<file path="config.mk">
export PLATFORM = sky130hd
export DESIGN_NAME = fsi_core
export DESIGN_NICKNAME = d
export VERILOG_FILES = /design/src/hw/fsi_pkg.sv /design/src/hw/fsi_core.sv
export SDC_FILE = /design/constraint.sdc
export NUM_CORES = 1
export LEC_CHECK = 0
export BUFFER_PORTS_ARGS = -buffer_cell sky130_fd_sc_hd__buf_2
export CAP_MARGIN = 15
export CORE_MARGIN = 2
export CORE_UTILIZATION = 50
export DETAILED_ROUTE_END_ITERATION = 12
export GPL_TIMING_DRIVEN = 0
export PLACE_DENSITY = 0.77
export SYNTH_ARGS = -nofsm -noshare
export SYNTH_HDL_FRONTEND = slang
export SYNTH_SLANG_ARGS = --single-unit
</file>
<file path="constraint.sdc">
create_clock -name sys_clk -period 3.2 [get_ports sys_clk]
set_clock_uncertainty 0.2 [all_clocks]
set_input_delay 0.32 -clock sys_clk [delete_from_list [all_inputs] [get_ports sys_clk]]
set_output_delay 0.32 -clock sys_clk [all_outputs]
set_load 0.005 [all_outputs]
</file>
<file path="src/hw/fsi_pkg.sv">
package fsi_pkg;

  // ****************************************
  // Geometry
  // ****************************************
  localparam int NUM_CHAN   = 4;
  localparam int CHAN_W     = (NUM_CHAN > 1) ? $clog2(NUM_CHAN) : 1;
  localparam int NUM_PATH   = 2;
  localparam int PATH_W     = 11;
  localparam int PATH_PAD   = ((PATH_W + 7) / 8) * 8;
  localparam int OUT_W      = 13;
  localparam int OUT_PAD    = ((OUT_W + 7) / 8) * 8;
  localparam int USER_W     = 4;
  localparam int FSEL_W     = 3;
  localparam int CFG_PAD    = ((FSEL_W + 7) / 8) * 8;
  localparam int CFG_DEPTH  = 8;
  localparam int CFG_PTR_W  = 3;
  localparam int CFG_AFULL  = CFG_DEPTH - 2;
  localparam int RATE_W     = 4;
  localparam int RSLOT_W    = 2;
  localparam int TUSER_W    = USER_W + CHAN_W;
  localparam int OTUSER_W   = TUSER_W + 1;
  localparam int RST_HOLD   = 2;

  // ****************************************
  // Reset values
  // ****************************************
  localparam logic [FSEL_W-1:0]  FSEL_RST = 3'h0;
  localparam logic [RATE_W-1:0]  ONE_RATE = 4'h1;

  typedef enum logic [1:0] {
    FSI_NONE   = 2'b00,
    FSI_INTERP = 2'b01,
    FSI_DECIM  = 2'b10
  } fsi_rate_t;

  typedef struct packed {
    logic [NUM_PATH*PATH_PAD-1:0] data;
    logic [TUSER_W-1:0]           user;
    logic                         last;
  } fsi_in_t;

  typedef struct packed {
    logic [NUM_PATH*OUT_PAD-1:0] data;
    logic [OTUSER_W-1:0]         user;
    logic                        last;
  } fsi_out_t;

  typedef struct packed {
    logic [CFG_PAD-1:0] data;
    logic               last;
  } fsi_cfg_t;

endpackage : fsi_pkg

</file>
<file path="src/hw/fsi_core.sv">
`timescale 1ns/1ns
// Operation
// - Transfer only when valid and ready high
// - Channel without ready accepts every valid beat
// - Input ready while output slot free; output backpressure stalls input
// - Paths side by side, sign-extended to bytes
// - Vector last marks final interleaved channel with no rate change
// - Packet mode carries last with sample latency
// - Channel id sits below user field
// - User field passes with sample latency
// - Channel id width is ceil_log_two channels
// - Data-valid bit at sideband LSB
// - No rate change passes sideband unchanged
// - Interpolation copies sideband onto block's last
// - Decimation: first sideband, ORed last marker
// - Config packet per channel or single value
// - Consuming config activates reloaded sets
// - Samples never stall for missing config
// - Full reload slots hold reload ready low
// - Vector sync consumes at first channel/phase
// - Packet sync consumes after input last
// - Config buffered, ready drops near full
// - Misplaced config last flagged on event in per-channel packet mode
// - Config data zero padded to bytes
// - Events pulse one cycle per anomaly
// - Active-low reset held two cycles
module fsi_core import fsi_pkg::*; (
  // Clock and reset
  input  wire  logic                      sys_clk,
  input  wire  logic                      rst,
  input  wire  logic                      aresetn_n,
  input  wire  logic                      clk_en,
  // Configuration straps
  input  wire  fsi_rate_t                 rate_mode,
  input  wire  logic [RATE_W-1:0]         rate_fac,
  input  wire  logic                      pkt_last_mode,
  input  wire  logic                      pkt_sync,
  input  wire  logic                      cfg_single,
  input  wire  logic                      out_has_ready,
  // Input sample stream
  input  wire  logic                      s_data_tvalid,
  input  wire  fsi_in_t                   s_data_pay,
  output logic                            s_data_tready,
  // Output sample stream
  output logic                            m_data_tvalid,
  output fsi_out_t                        m_data_pay,
  input  wire  logic                      m_data_tready,
  // Configuration stream
  input  wire  logic                      s_cfg_tvalid,
  input  wire  fsi_cfg_t                  s_cfg_pay,
  output logic                            s_cfg_tready,
  // Reload slot handshake
  input  wire  logic                      reload_done,
  output logic                            reload_tready,
  output logic [NUM_CHAN*FSEL_W-1:0]      fsel_out,
  output logic                            reload_activate,
  // Events
  output logic                            ev_cfg_last_missing,
  output logic                            ev_cfg_last_unexp
);

  // ****************************************
  // Handshake terms
  // ****************************************
  logic out_rdy;
  logic in_fire;
  logic cfg_fire;
  logic adv;
  assign out_rdy  = m_data_tready | ~out_has_ready;
  assign in_fire  = s_data_tvalid & s_data_tready;
  assign cfg_fire = s_cfg_tvalid & s_cfg_tready;
  assign adv      = clk_en & aresetn_n;

  // ****************************************
  // Sample path state
  // ****************************************
  logic                        in_rdy_ff, nxt_in_rdy;
  logic                        ov_ff, nxt_ov;
  fsi_out_t                    op_ff, nxt_op;
  logic [RATE_W-1:0]           ph_ff, nxt_ph;
  logic [TUSER_W-1:0]          hold_user_ff, nxt_hold_user;
  logic                        hold_last_ff, nxt_hold_last;
  logic                        flushed_ff, nxt_flushed;
  logic [CHAN_W-1:0]           chan_ff, nxt_chan;
  logic [NUM_PATH*OUT_PAD-1:0] ext_data;
  logic                        first_vec;

  // Sign extension per path; input pad bits are ignored
  genvar gp;
  generate
    for (gp = 0; gp < NUM_PATH; gp++) begin : g_path
      assign ext_data[gp*OUT_PAD +: OUT_PAD] =
        OUT_PAD'($signed(s_data_pay.data[gp*PATH_PAD +: PATH_W]));
    end
  endgenerate

  assign first_vec = (chan_ff == '0) &&
                     ((rate_mode != FSI_DECIM) || (ph_ff == '0));

  always_comb begin
    nxt_in_rdy    = in_rdy_ff;
    nxt_ov        = ov_ff;
    nxt_op        = op_ff;
    nxt_ph        = ph_ff;
    nxt_hold_user = hold_user_ff;
    nxt_hold_last = hold_last_ff;
    nxt_flushed   = flushed_ff;
    nxt_chan      = chan_ff;
    if (!aresetn_n) begin
      nxt_ov      = 1'b0;
      nxt_ph      = '0;
      nxt_chan    = '0;
      nxt_flushed = 1'b0;
      nxt_in_rdy  = 1'b0;
    end else if (clk_en) begin
      if (ov_ff && out_rdy) begin
        nxt_ov = 1'b0;
      end
      if (in_fire) begin
        nxt_ov       = 1'b1;
        nxt_op.data  = ext_data;
        nxt_flushed  = 1'b1;
        nxt_chan     = (chan_ff == CHAN_W'(NUM_CHAN - 1)) ? '0 : chan_ff + 1'b1;
        unique case (rate_mode)
          FSI_INTERP: begin
            nxt_op.user = {s_data_pay.user, 1'b1};
            nxt_op.last = s_data_pay.last;
          end
          FSI_DECIM: begin
            nxt_ph = (ph_ff == rate_fac - ONE_RATE) ? '0 : ph_ff + 1'b1;
            if (ph_ff == '0) begin
              nxt_hold_user = s_data_pay.user;
              nxt_hold_last = s_data_pay.last;
            end else begin
              nxt_hold_last = hold_last_ff | s_data_pay.last;
            end
            nxt_ov = (ph_ff == rate_fac - ONE_RATE);
            nxt_op.user = {(ph_ff == '0) ? s_data_pay.user : hold_user_ff, 1'b1};
            nxt_op.last = (ph_ff == '0) ? s_data_pay.last
                                        : (hold_last_ff | s_data_pay.last);
          end
          default: begin
            nxt_op.user = {s_data_pay.user, flushed_ff};
            nxt_op.last = pkt_last_mode ? s_data_pay.last
                          : (chan_ff == CHAN_W'(NUM_CHAN - 1));
          end
        endcase
      end
      // Ready is registered, so only a free output slot, or an output without ready, may promise room
      nxt_in_rdy = ~nxt_ov | ~out_has_ready;
    end
  end

  always_ff @(posedge sys_clk or posedge rst) begin
    if (rst) begin
      in_rdy_ff    <= 1'b0;
      ov_ff        <= 1'b0;
      op_ff        <= '0;
      ph_ff        <= '0;
      hold_user_ff <= '0;
      hold_last_ff <= 1'b0;
      flushed_ff   <= 1'b0;
      chan_ff      <= '0;
    end else begin
      in_rdy_ff    <= nxt_in_rdy;
      ov_ff        <= nxt_ov;
      op_ff        <= nxt_op;
      ph_ff        <= nxt_ph;
      hold_user_ff <= nxt_hold_user;
      hold_last_ff <= nxt_hold_last;
      flushed_ff   <= nxt_flushed;
      chan_ff      <= nxt_chan;
    end
  end

  assign s_data_tready = in_rdy_ff;
  assign m_data_tvalid = ov_ff;
  assign m_data_pay    = op_ff;

  // ****************************************
  // Configuration buffer and consumption
  // ****************************************
  logic [FSEL_W-1:0]              cfg_mem_ff [CFG_DEPTH];
  logic [FSEL_W-1:0]              nxt_cfg_mem [CFG_DEPTH];
  logic [CFG_PTR_W:0]             cnt_ff, nxt_cnt;
  logic [CFG_PTR_W-1:0]           wp_ff, nxt_wp, rp_ff, nxt_rp;
  logic [CHAN_W-1:0]              bc_ff, nxt_bc;
  logic [CFG_PTR_W:0]             pk_ff, nxt_pk;
  logic                           cfg_rdy_ff, nxt_cfg_rdy;
  logic [NUM_CHAN*FSEL_W-1:0]     fsel_ff, nxt_fsel;
  logic                           seen_last_ff, nxt_seen_last;
  logic                           act_ff, nxt_act;
  logic                           evm_ff, nxt_evm, evu_ff, nxt_evu;
  logic [RSLOT_W:0]               slots_ff, nxt_slots;
  logic                           rrdy_ff, nxt_rrdy;
  logic                           pkt_end, consume;
  logic [CFG_PTR_W:0]             plen;

  assign plen    = cfg_single ? (CFG_PTR_W+1)'(1) : (CFG_PTR_W+1)'(NUM_CHAN);
  assign pkt_end = cfg_single || (bc_ff == CHAN_W'(NUM_CHAN - 1));

  // Packets wait; samples never stall on config
  assign consume = in_fire && (pk_ff != '0) && first_vec &&
                   (!pkt_sync || seen_last_ff);

  always_comb begin
    nxt_cfg_mem   = cfg_mem_ff;
    nxt_cnt       = cnt_ff;
    nxt_wp        = wp_ff;
    nxt_rp        = rp_ff;
    nxt_bc        = bc_ff;
    nxt_pk        = pk_ff;
    nxt_cfg_rdy   = cfg_rdy_ff;
    nxt_fsel      = fsel_ff;
    nxt_seen_last = seen_last_ff;
    nxt_act       = 1'b0;
    nxt_evm       = 1'b0;
    nxt_evu       = 1'b0;
    nxt_slots     = slots_ff;
    nxt_rrdy      = rrdy_ff;
    if (!aresetn_n) begin
      nxt_cnt = '0; nxt_wp = '0; nxt_rp = '0; nxt_bc = '0; nxt_pk = '0;
      nxt_seen_last = 1'b0; nxt_slots = '0; nxt_cfg_rdy = 1'b0; nxt_rrdy = 1'b0;
    end else if (clk_en) begin
      if (cfg_fire) begin
        nxt_cfg_mem[wp_ff] = s_cfg_pay.data[FSEL_W-1:0];
        nxt_wp  = wp_ff + 1'b1;
        nxt_cnt = nxt_cnt + 1'b1;
        nxt_bc  = pkt_end ? '0 : bc_ff + 1'b1;
        if (pkt_end) begin
          nxt_pk  = nxt_pk + 1'b1;
        end
        if (!cfg_single) begin
          nxt_evm = pkt_end & ~s_cfg_pay.last;
          nxt_evu = ~pkt_end & s_cfg_pay.last;
        end
      end
      if (in_fire && s_data_pay.last) begin
        nxt_seen_last = 1'b1;
      end
      if (consume) begin
        for (int c = 0; c < NUM_CHAN; c++) begin
          nxt_fsel[c*FSEL_W +: FSEL_W] =
            cfg_mem_ff[CFG_PTR_W'(rp_ff + (cfg_single ? 0 : c))];
        end
        nxt_rp        = rp_ff + plen[CFG_PTR_W-1:0];
        nxt_cnt       = nxt_cnt - plen;
        nxt_pk        = nxt_pk - 1'b1;
        nxt_seen_last = s_data_pay.last;
        nxt_act       = 1'b1;
        nxt_slots     = (RSLOT_W+1)'(reload_done && rrdy_ff);
      end else if (reload_done && rrdy_ff) begin
        nxt_slots = slots_ff + 1'b1;
      end
      nxt_cfg_rdy = (nxt_cnt < (CFG_PTR_W+1)'(CFG_AFULL));
      nxt_rrdy    = (nxt_slots != (RSLOT_W+1)'(1 << RSLOT_W));
    end
  end

  always_ff @(posedge sys_clk or posedge rst) begin
    if (rst) begin
      for (int i = 0; i < CFG_DEPTH; i++) begin
        cfg_mem_ff[i] <= FSEL_RST;
      end
      cnt_ff       <= '0;
      wp_ff        <= '0;
      rp_ff        <= '0;
      bc_ff        <= '0;
      pk_ff        <= '0;
      cfg_rdy_ff   <= 1'b0;
      fsel_ff      <= '0;
      seen_last_ff <= 1'b0;
      act_ff       <= 1'b0;
      evm_ff       <= 1'b0;
      evu_ff       <= 1'b0;
      slots_ff     <= '0;
      rrdy_ff      <= 1'b0;
    end else begin
      cfg_mem_ff   <= nxt_cfg_mem;
      cnt_ff       <= nxt_cnt;
      wp_ff        <= nxt_wp;
      rp_ff        <= nxt_rp;
      bc_ff        <= nxt_bc;
      pk_ff        <= nxt_pk;
      cfg_rdy_ff   <= nxt_cfg_rdy;
      fsel_ff      <= nxt_fsel;
      seen_last_ff <= nxt_seen_last;
      act_ff       <= nxt_act;
      evm_ff       <= nxt_evm;
      evu_ff       <= nxt_evu;
      slots_ff     <= nxt_slots;
      rrdy_ff      <= nxt_rrdy;
    end
  end

  assign s_cfg_tready        = cfg_rdy_ff;
  assign fsel_out            = fsel_ff;
  assign reload_activate     = act_ff;
  assign reload_tready       = rrdy_ff;
  assign ev_cfg_last_missing = evm_ff;
  assign ev_cfg_last_unexp   = evu_ff;
endmodule : fsi_core

</file>
==> flow_metrics.env, run 1 <==
export IMPL_rrSetupSlack_ps=290
export IMPL_maxSlewHeadroom_pct=37.04
export IMPL_setup_violations=0
export IMPL_synth_area_top_cells="dfrtp_1, mux4_2, nand2_1, mux2_2, ha_1"
export IMPL_die_x_um=113.9
export IMPL_drv_slew=0
export IMPL_r2r_start="rp_ff[1]"
export IMPL_cp_required_ps=3280
export IMPL_wl_per_cell_um=16.21
export IMPL_crit_path_end_kind="flip-flop"
export IMPL_syn_area_sq_um=6042
export IMPL_num_nets_final=819
export IMPL_clock_root_buffer="clkbuf_16"
export IMPL_period_minus_slack_ps=2957
export IMPL_clkLatencyLatePin_ps=350
export IMPL_grt_total_usage_pct=23.08
export IMPL_worstSetupStartpoint="cfg_single"
export IMPL_critPathKind="in2reg"
export IMPL_grt_start_max_net_pins=40
export IMPL_ir_worst_vdd_v=0.0002651
export IMPL_io_pins=125
export IMPL_initial_core_util_pct=50.72
export IMPL_yosysTopAreaCell="dfrtp_1"
export IMPL_routed_wl_um=14280
export IMPL_design_die_area_sq_um=12980
export IMPL_cts_path_max_buffers=2
export IMPL_dr_first_iter_drc_count=453
export IMPL_htreeDepth=3
export IMPL_cp_arrival_ps=3030
export IMPL_ant_nets=0
export IMPL_synth_nets=675
export IMPL_ys_ff_latch=107
export IMPL_dpl_hpwl_um=10400
export IMPL_grt_busiest_layer="met2"
export IMPL_syn2layout_area_growth_pct=21.08
export IMPL_seq_area_frac_synth_pct=44.32
export IMPL_synth_avg_cell_area_sq_um=10.31
export IMPL_synth_top_area_share_pct=44.32
export IMPL_stdcell_count=881
export IMPL_synth_warnings=0
export IMPL_synthTopCellsByCount="dfrtp_1, nand2_1, mux2_2, nor2_1, o21ai_0"
export IMPL_numCtsBuffers=9
export IMPL_antenna_cells=0
export IMPL_crit_end="fsel_out[5]"
export IMPL_die_y_um=113.9
export IMPL_path_max_fanout=9
export IMPL_synth_edf_count=0
export IMPL_core_sq_um=11910
export IMPL_async_flop_share_pct=100.0
export IMPL_drive_above_1_share_pct=27.11
export IMPL_firstDrtPassIters=5
export IMPL_post_cts_buffers=0
export IMPL_cts_tree="done"
export IMPL_place_inst=842
export IMPL_hold_viol_final=0
export IMPL_antenna_found_initial=0
export IMPL_grt_pass1_wl_um=23940
export IMPL_cts_resized_gates=0
export IMPL_maxCapViolations=0
export IMPL_ys_types=54
export IMPL_finalCritPeriodShare_pct=92.41
export IMPL_drt_vias_per_instance=5.617
export IMPL_cts_sinks=107
export IMPL_use_met3_pct=3.666
export IMPL_clk_pin_slew_ps=70
export IMPL_fmax_ghz=0.3382
export IMPL_grt_remaining_overflow=0
export IMPL_grt_pass1_vias=4941
export IMPL_rsz0062_at_grt="no"
export IMPL_place_congestion=0.9589
export IMPL_fin_setup_tns_ps=0
export IMPL_status="finished, final reports clean"
export IMPL_startpoint_type="primary input"
export IMPL_synthFlopType="dfrtp_1"
export IMPL_worst_slew_pin_slew_ps=941.2
export IMPL_use_met2_pct=38.06
export IMPL_p_leak_nw=3.523
export IMPL_reg2reg_to="fsel_out[9]"
export IMPL_reg2reg_depth=7
export IMPL_syn_inst=586
export IMPL_hold_slack_ps=45.15
export IMPL_portBuffers=107
export IMPL_worstHoldPathType="in2reg"
export IMPL_power_per_cell_area_nw_per_um2=441.7
export IMPL_drc=0
export IMPL_rows=40
export IMPL_dr_total_vias=4949
export IMPL_use_met1_pct=30.57
flip-flops by register name, indices dropped and copies added, names as in the netlist, 2 cells and up:
| signal | cells |
|---|---|
| m_data_pay | 30 |
| rp_ff | 3 |
| bc_ff | 2 |
| cfg_mem_ff | 24 |
| hold_user_ff | 6 |
| cnt_ff | 4 |
| slots_ff | 3 |
| ph_ff | 4 |
| fsel_out | 12 |
| chan_ff | 2 |
| pk_ff | 4 |
| wp_ff | 3 |
cell usage in the layout, fill, tap and decap left out, drive strengths merged, types with 7 or more instances in the layout:
| cell | count |
|---|---|
| a21oi | 21 |
| a22o | 7 |
| buf | 128 |
| clkbuf | 36 |
| dfrtp | 107 |
| dlygate4sd3 | 24 |
| ha | 22 |
| inv | 23 |
| mux2 | 31 |
| mux2i | 24 |
| mux4 | 22 |
| nand2 | 107 |
| nand3 | 18 |
| nand4 | 7 |
| nor2 | 31 |
| nor3 | 8 |
| o21ai | 27 |
| xnor2 | 8 |
| xor2 | 14 |
layer usage:
layer,share of wire (%),routed length (um),up-vias
li1,-,-,2360
met1,44,6347,2380
met2,48,6817,170
met3,5.2,739,39
met4,2.6,377,0
met5,0,0,-
logic make-up after synthesis:
logic type                 Yosys count  synth area share, %
and+or+nand+nor                    201                14.97
DFF                                107                44.32
AOI/OAI and AO/OA                   88                9.733
muxes                               77                17.95
buffers and inverters               68                4.949
adders and majority gates           23                4.887
xor gates and xnor gates            22                3.189
repair_timing:
item | in CTS | in global routing
setup endpoints to repair | 0 | 0
hold buffers | 24 | 0
hold endpoints to repair | 61 | 0
worst max-delay path, stage by stage:
cell      delay (ps)
buf_2            180
clkbuf_1         370
inv_1            140
ha_1             240
ha_1             190
xor2_1           740
mux2i_1          200
mux4_2           500
o21ai_0          140
how the worst min path moves through the flow:
stage / start / end / slack [ps] / cells after the start
3_5_place_dp: m_data_pay[10] / m_data_pay[10] / 260 / 2
5_1_grt: s_data_pay[6] / hold_user_ff[5] / 60 / 2
2_1_floorplan: s_cfg_pay[0] / ev_cfg_last_missing / 190 / 1
4_1_cts: s_data_pay[5] / hold_user_ff[4] / 40 / 2
6_report: s_data_pay[5] / hold_user_ff[4] / 50 / 2
3_3_place_gp: m_data_pay[10] / m_data_pay[10] / 250 / 2
layout make-up:
type | instances | area (sq um)
Fill cell | 986 | 4596
Multi-Input combinational cell | 411 | 3065
Sequential cell | 107 | 2678
Timing Repair Buffer | 133 | 815.8
Clock buffer | 11 | 242.7
Buffer | 44 | 209.0
Tap cell | 147 | 183.9
Inverter | 24 | 93.84
Clock inverter | 4 | 27.53
per-stage QoR:
| stage | cell area, sq um | power (mW) | utilization [%] | setup WS (ps) |
|---|---|---|---|---|
| after floorplan | 6046 | 1.937 | - | 589.3 |
| after global placement | 6765 | 2.152 | 56.80 | 41.88 |
| after detailed placement | 6805 | 2.190 | 57.13 | -122.4 |
| after CTS | 7316 | 3.233 | 61.42 | 244.4 |
| after global routing | 7316 | 3.385 | 61.42 | 102.8 |
| final | 7316 | 3.231 | 61.42 | 243.0 |
where the power goes:
part	internal [mW]	switching, mW	leakage (nW)
Sequential	1.48	0.0944	1.43
Combinational	0.326	0.291	1.97
Clock	0.544	0.495	0.124
Total	2.35	0.880	3.52
(Power assumes the default switching activity.)
==> run 2: changes to the inputs <==
clock period = 2.6 ns   (was 3.2 ns; I/O delays follow)
==> run 2 against run 1 <==
Effect of this change:
- non-clock buffer count grew 15
- hold slack got worse by 42 ps
- setup slack worse by 170 ps
==> flow_metrics.env, run 2 (synthesis results as in run 1) <==
export IMPL_status="finished, final reports clean"
export IMPL_die_y_um=113.9
export IMPL_dr_total_vias=5090
export IMPL_holdCritStartpoint="s_data_pay[4]"
export IMPL_clk_pin_slew_ps=70
export IMPL_r2r_start="s_cfg_tready"
export IMPL_grt_total_usage_pct=23.43
export IMPL_mostFrequentLayoutCell="buf_2"
export IMPL_dpl_hpwl_um=10400
export IMPL_cpMaxStageDelayCell="or4_4"
export IMPL_syn2layout_area_growth_pct=24.95
export IMPL_place_area_sq_um=6805
export IMPL_design_die_area_sq_um=12980
export IMPL_cts_tree="done"
export IMPL_portBuffers=107
export IMPL_startpoint_type="flip-flop"
export IMPL_antenna_found_initial=0
export IMPL_fmax_ghz=0.3953
export IMPL_reg2reg_to="cnt_ff[3]"
export IMPL_clkLatencyLatePin_ps=350
export IMPL_ant_nets=0
export IMPL_htreeDepth=3
export IMPL_cp_num_buf_inv=1
export IMPL_drv_slew=0
export IMPL_die_x_um=113.9
export IMPL_cp_required_ps=2640
export IMPL_crit_path_end_kind="flip-flop"
export IMPL_drt_vias_per_instance=5.681
export IMPL_numCtsBuffers=9
export IMPL_rrSetupSlack_ps=70
export IMPL_period_minus_slack_ps=2529
export IMPL_worstHoldPathType="in2reg"
export IMPL_grt_remaining_overflow=0
export IMPL_worst_slew_pin_slew_ps=852.1
export IMPL_fin_setup_tns_ps=0
export IMPL_setup_violations=0
export IMPL_initial_core_util_pct=50.72
export IMPL_firstDrtPassIters=7
export IMPL_routed_wl_um=14690
export IMPL_holdPathStages=2
export IMPL_num_nets_final=834
export IMPL_layout_common_cells="buf_2, nand2_1, dfrtp_1"
export IMPL_rows=40
export IMPL_finalCritPeriodShare_pct=97.29
export IMPL_hold_viol_final=0
export IMPL_power_per_cell_area_nw_per_um2=529.6
export IMPL_clock_root_buffer="clkbuf_16"
export IMPL_hold_slack_ps=3.311
export IMPL_drc=0
export IMPL_wl_per_cell_um=16.39
export IMPL_place_congestion=0.9589
export IMPL_io_pins=125
export IMPL_reg2reg_depth=8
export IMPL_cp_slowest_stage_delay_ps=520
export IMPL_power_total_mw=3.998
export IMPL_cp_arrival_ps=2570
export IMPL_crit_path_cell_trace="and2_4, xnor2_2, ha_2, inv_1, o31a_1, or4_4, xor2_2, a31o_2"
export IMPL_core_sq_um=11910
export IMPL_maxSlewHeadroom_pct=43.07
export IMPL_worstHoldEndpoint="hold_user_ff[3]"
export IMPL_path_max_fanout=6
export IMPL_p_leak_nw=3.651
export IMPL_cts_sinks=107
export IMPL_dp_slack_ps=-662.4
export IMPL_cpLargestDelayFamily="simple AND/OR/NAND/NOR gates"
export IMPL_cts_path_max_buffers=2
export IMPL_largest_reg_flops=30
export IMPL_grt_start_max_net_pins=40
export IMPL_fillCellCount=945
export IMPL_grt_pass1_vias=5007
export IMPL_dr_first_iter_drc_count=505
export IMPL_maxCapViolations=0
export IMPL_final_area_sq_um=7550
export IMPL_critPathKind="reg2reg"
export IMPL_drive_above_1_share_pct=31.11
export IMPL_fin_ws_ps=70.50
export IMPL_antenna_cells=0
export IMPL_grt_pass1_wl_um=24270
export IMPL_ir_worst_vdd_v=0.0003246
run 2: cell count changes in the layout (fill, tap and decap cells not counted), sizes merged:
| cell | change |
|---|---|
| buf | +12 |
| clkbuf | -2 |
| dlygate4sd3 | +5 |
run 2: worst max path at each step:
stage	start	end	cells past startpoint
final	s_cfg_tready	cnt_ff[3]	8
after global placement	cfg_single	fsel_out[5]	9
after floorplan	s_cfg_tready	cnt_ff[3]	9
after CTS	ph_ff[1]	seen_last_ff	8
after detailed placement	cfg_single	fsel_out[5]	9
after global routing	s_cfg_tready	cnt_ff[3]	8
run 2: stage by stage:
stage                     cells  util [%]
after global placement      840     56.80
after global routing        896     63.38
after detailed placement    842     57.13
after CTS                   886     62.28
after floorplan             586         -
final                       896     63.38
run 2: repair_timing:
action,4_1_cts,5_1_grt
buffers inserted,2,10
setup endpoints to repair,24,33
hold endpoints to repair,67,0
hold buffers,29,0
pin swaps,0,4
gates resized for setup,12,16
run 2: where the power goes:
| part | switching, mW | total, mW | internal (mW) |
|---|---|---|---|
| combinational | 0.367 | 0.789 | 0.421 |
| sequential | 0.115 | 1.94 | 1.82 |
| clock | 0.602 | 1.27 | 0.669 |
| total | 1.08 | 4.00 | 2.91 |
run 2: worst register-to-register path: stages (launching register included):
cell and delay, ps:
dfrtp_2 450, and2_4 180, xnor2_2 130, ha_2 190
inv_1 40, o31a_1 290, or4_4 520, xor2_2 170
a31o_2 250
run 2: metal layers:
| metal | part of all wire [%] | track usage, % | vias to the layer above |
|---|---|---|---|
| li1 | - | - | 2380 |
| met1 | 43 | 30.67 | 2494 |
| met2 | 49 | 39.33 | 186 |
| met3 | 5.6 | 3.666 | 30 |
| met4 | 2.2 | 9.268 | 0 |
| met5 | 0 | 0 | - |
run 2: cell type report:
cell class,count,area [sq um],share of cell area [%]
well taps,147,183.9,2.436
repair buffers,150,955.9,12.66
inverters,24,93.84,1.243
plain buffers,42,212.7,2.817
multi-input cells,411,3153,41.76
clock inverters,4,27.53,0.3646
clock buffers,11,242.7,3.215
flip-flops and latches,107,2680,35.50
==> run 3: changes to the inputs <==
SETUP_SLACK_MARGIN = 0.15   (was not set)
==> run 3 against run 2 <==
Effect of this change:
- fmax is 0.75% lower
- largest power group unchanged
- critical path type unchanged
- clock-buffer cell count stayed put
- die area stayed put
- non-clock buffer count is 2 higher
- hold slack better by 10 ps
- sequential cell count stayed put
- highest routed layer unchanged
==> flow_metrics.env, run 3 (synthesis results as in run 1) <==
export IMPL_die_x_um=113.9
export IMPL_numCtsBuffers=9
export IMPL_path_max_fanout=4
export IMPL_period_minus_slack_ps=2549
export IMPL_ir_worst_vdd_v=0.0003626
export IMPL_worstHoldPathType="in2reg"
export IMPL_crit_path_end_kind="flip-flop"
export IMPL_cts_sinks=107
export IMPL_cp_required_ps=2640
export IMPL_status="finished, final reports clean"
export IMPL_mostFrequentLayoutCell="buf_2"
export IMPL_fillCellCount=882
export IMPL_finalCritPeriodShare_pct=98.03
export IMPL_layout_common_cells="buf_2, nand2_1, dfrtp_1"
export IMPL_routed_wl_um=15550
export IMPL_io_pins=125
export IMPL_worst_slew_pin_slew_ps=642.4
export IMPL_fin_setup_tns_ps=0
export IMPL_clkLatencyLatePin_ps=350
export IMPL_htreeDepth=3
export IMPL_stdcell_count=899
export IMPL_dr_total_vias=5132
export IMPL_seq_power_share_pct=44.3
export IMPL_core_sq_um=11910
export IMPL_rsz0062_at_grt="yes"
export IMPL_die_y_um=113.9
export IMPL_startpoint_type="flip-flop"
export IMPL_dpl_hpwl_um=10650
export IMPL_holdPathStages=2
export IMPL_drv_slew=0
export IMPL_power_per_cell_area_nw_per_um2=565.9
export IMPL_portBuffers=107
export IMPL_grt_pass1_vias=5002
export IMPL_reg2reg_depth=7
export IMPL_clock_root_buffer="clkbuf_16"
export IMPL_grt_remaining_overflow=0
export IMPL_num_nets_final=836
export IMPL_multi_input_area_sq_um=3194
export IMPL_switching_share_pct=25.03
export IMPL_syn2layout_area_growth_pct=28.23
export IMPL_design_die_area_sq_um=12980
export IMPL_p_comb_share_pct=18.5
export IMPL_dr_first_iter_drc_count=499
export IMPL_antenna_cells=0
export IMPL_setup_violations=0
export IMPL_cp_arrival_ps=2590
export IMPL_drt_vias_per_instance=5.709
export IMPL_hold_viol_final=0
export IMPL_fmax_ghz=0.3924
export IMPL_cts_path_max_buffers=2
export IMPL_grt_pass1_wl_um=24420
export IMPL_seq_area_sq_um=2680
export IMPL_cts_tree="done"
export IMPL_place_inst=843
export IMPL_critPathKind="reg2reg"
export IMPL_ant_nets=0
export IMPL_grt_start_max_net_pins=31
export IMPL_rows=40
export IMPL_place_congestion=0.9253
export IMPL_drc=0
export IMPL_maxSlewHeadroom_pct=57.08
export IMPL_clk_pin_slew_ps=70
export IMPL_power_frac_clock_pct=37.2
export IMPL_largest_reg_flops=30
export IMPL_initial_core_util_pct=50.72
export IMPL_firstDrtPassIters=5
export IMPL_grt_total_usage_pct=23.70
export IMPL_intPower_mw=3.287
export IMPL_wl_per_cell_um=17.30
export IMPL_p_sw_mw=1.098
export IMPL_antenna_found_initial=0
export IMPL_maxCapViolations=0
export IMPL_drive_above_1_share_pct=32.98
export IMPL_p_leak_nw=3.738
-- run 3: cell count changes in the layout (fill, tap and decap cells not counted), moves of 3 or more --
cell        before  now
o21ai_0         27   22
bufinv_16        0    4
o21ai_2          0    4
clkinvlp_4       4    1
nand3_1         18   15
nand3_2          0    3
-- run 3: timing repair --
item / in CTS / in global routing
gates cloned: 0 / 1
setup endpoints to repair: 39 / 32
pin swaps: 3 / 7
buffers inserted: 5 / 7
endpoints found under the hold margin: 50 / 0
hold buffers: 27 / 0
gates resized for setup: 28 / 32
-- run 3: worst paths after layout --
path                                start         endpoint  slack [ps]
min in group asynchronous             rst      fsel_out[2]         350
max in group asynchronous             rst         rp_ff[0]        1280
hold / removal              s_data_pay[2]  hold_user_ff[1]          10
setup / recovery                 ph_ff[1]        cnt_ff[3]          50
setup reg to reg                 ph_ff[1]        cnt_ff[3]          50
hold reg to reg            m_data_pay[15]   m_data_pay[15]         270
-- run 3: worst max-delay path: stages (launching register included) --
cell and delay [ps]:
dfrtp_1 390, inv_2 90, ha_4 130, or3b_4 390, a22o_4 290, or4_4 530
xor2_2 170, a31o_2 250
-- run 3: routing by layer --
metal	vias to the layer above	global-route usage, %	wire length [um]
li1	2384	-	-
met1	2492	30.26	6405
met2	227	41.03	7858
met3	29	4.145	1006
met4	0	7.886	283
met5	-	0	0
-- run 3: layout make-up --
| class | instances | share of cell area [%] |
|---|---|---|
| plain buffers | 44 | 3.472 |
| clock inverters | 5 | 1.615 |
| well taps | 147 | 2.374 |
| repair buffers | 150 | 12.50 |
| clock buffers | 11 | 3.004 |
| flip-flops and latches | 107 | 34.59 |
| multi-input cells | 411 | 41.23 |
| inverters | 24 | 1.211 |
-- run 3: metrics by stage --
stage,cell area (sq um),power [mW],setup WS [ps],util [%],hold WS (ps)
floorplan,6063,2.385,93.17,-,132.8
global placement,6783,2.654,-292.8,56.94,245.0
detailed placement,6850,2.707,-426.1,57.51,182.8
CTS,7621,4.368,53.48,63.98,2.608
global route,7747,4.578,4.440,65.04,21.75
finish,7747,4.385,51.27,65.04,13.35
-- run 3: power by group through the flow --
stage	Sequential (mW)	Clock (mW)	Combinational (mW)
floorplan	1.96	0	0.424
global placement	1.96	0	0.698
detailed placement	1.97	0	0.738
CTS	1.94	1.65	0.784
global route	1.96	1.72	0.898
finish	1.94	1.63	0.813
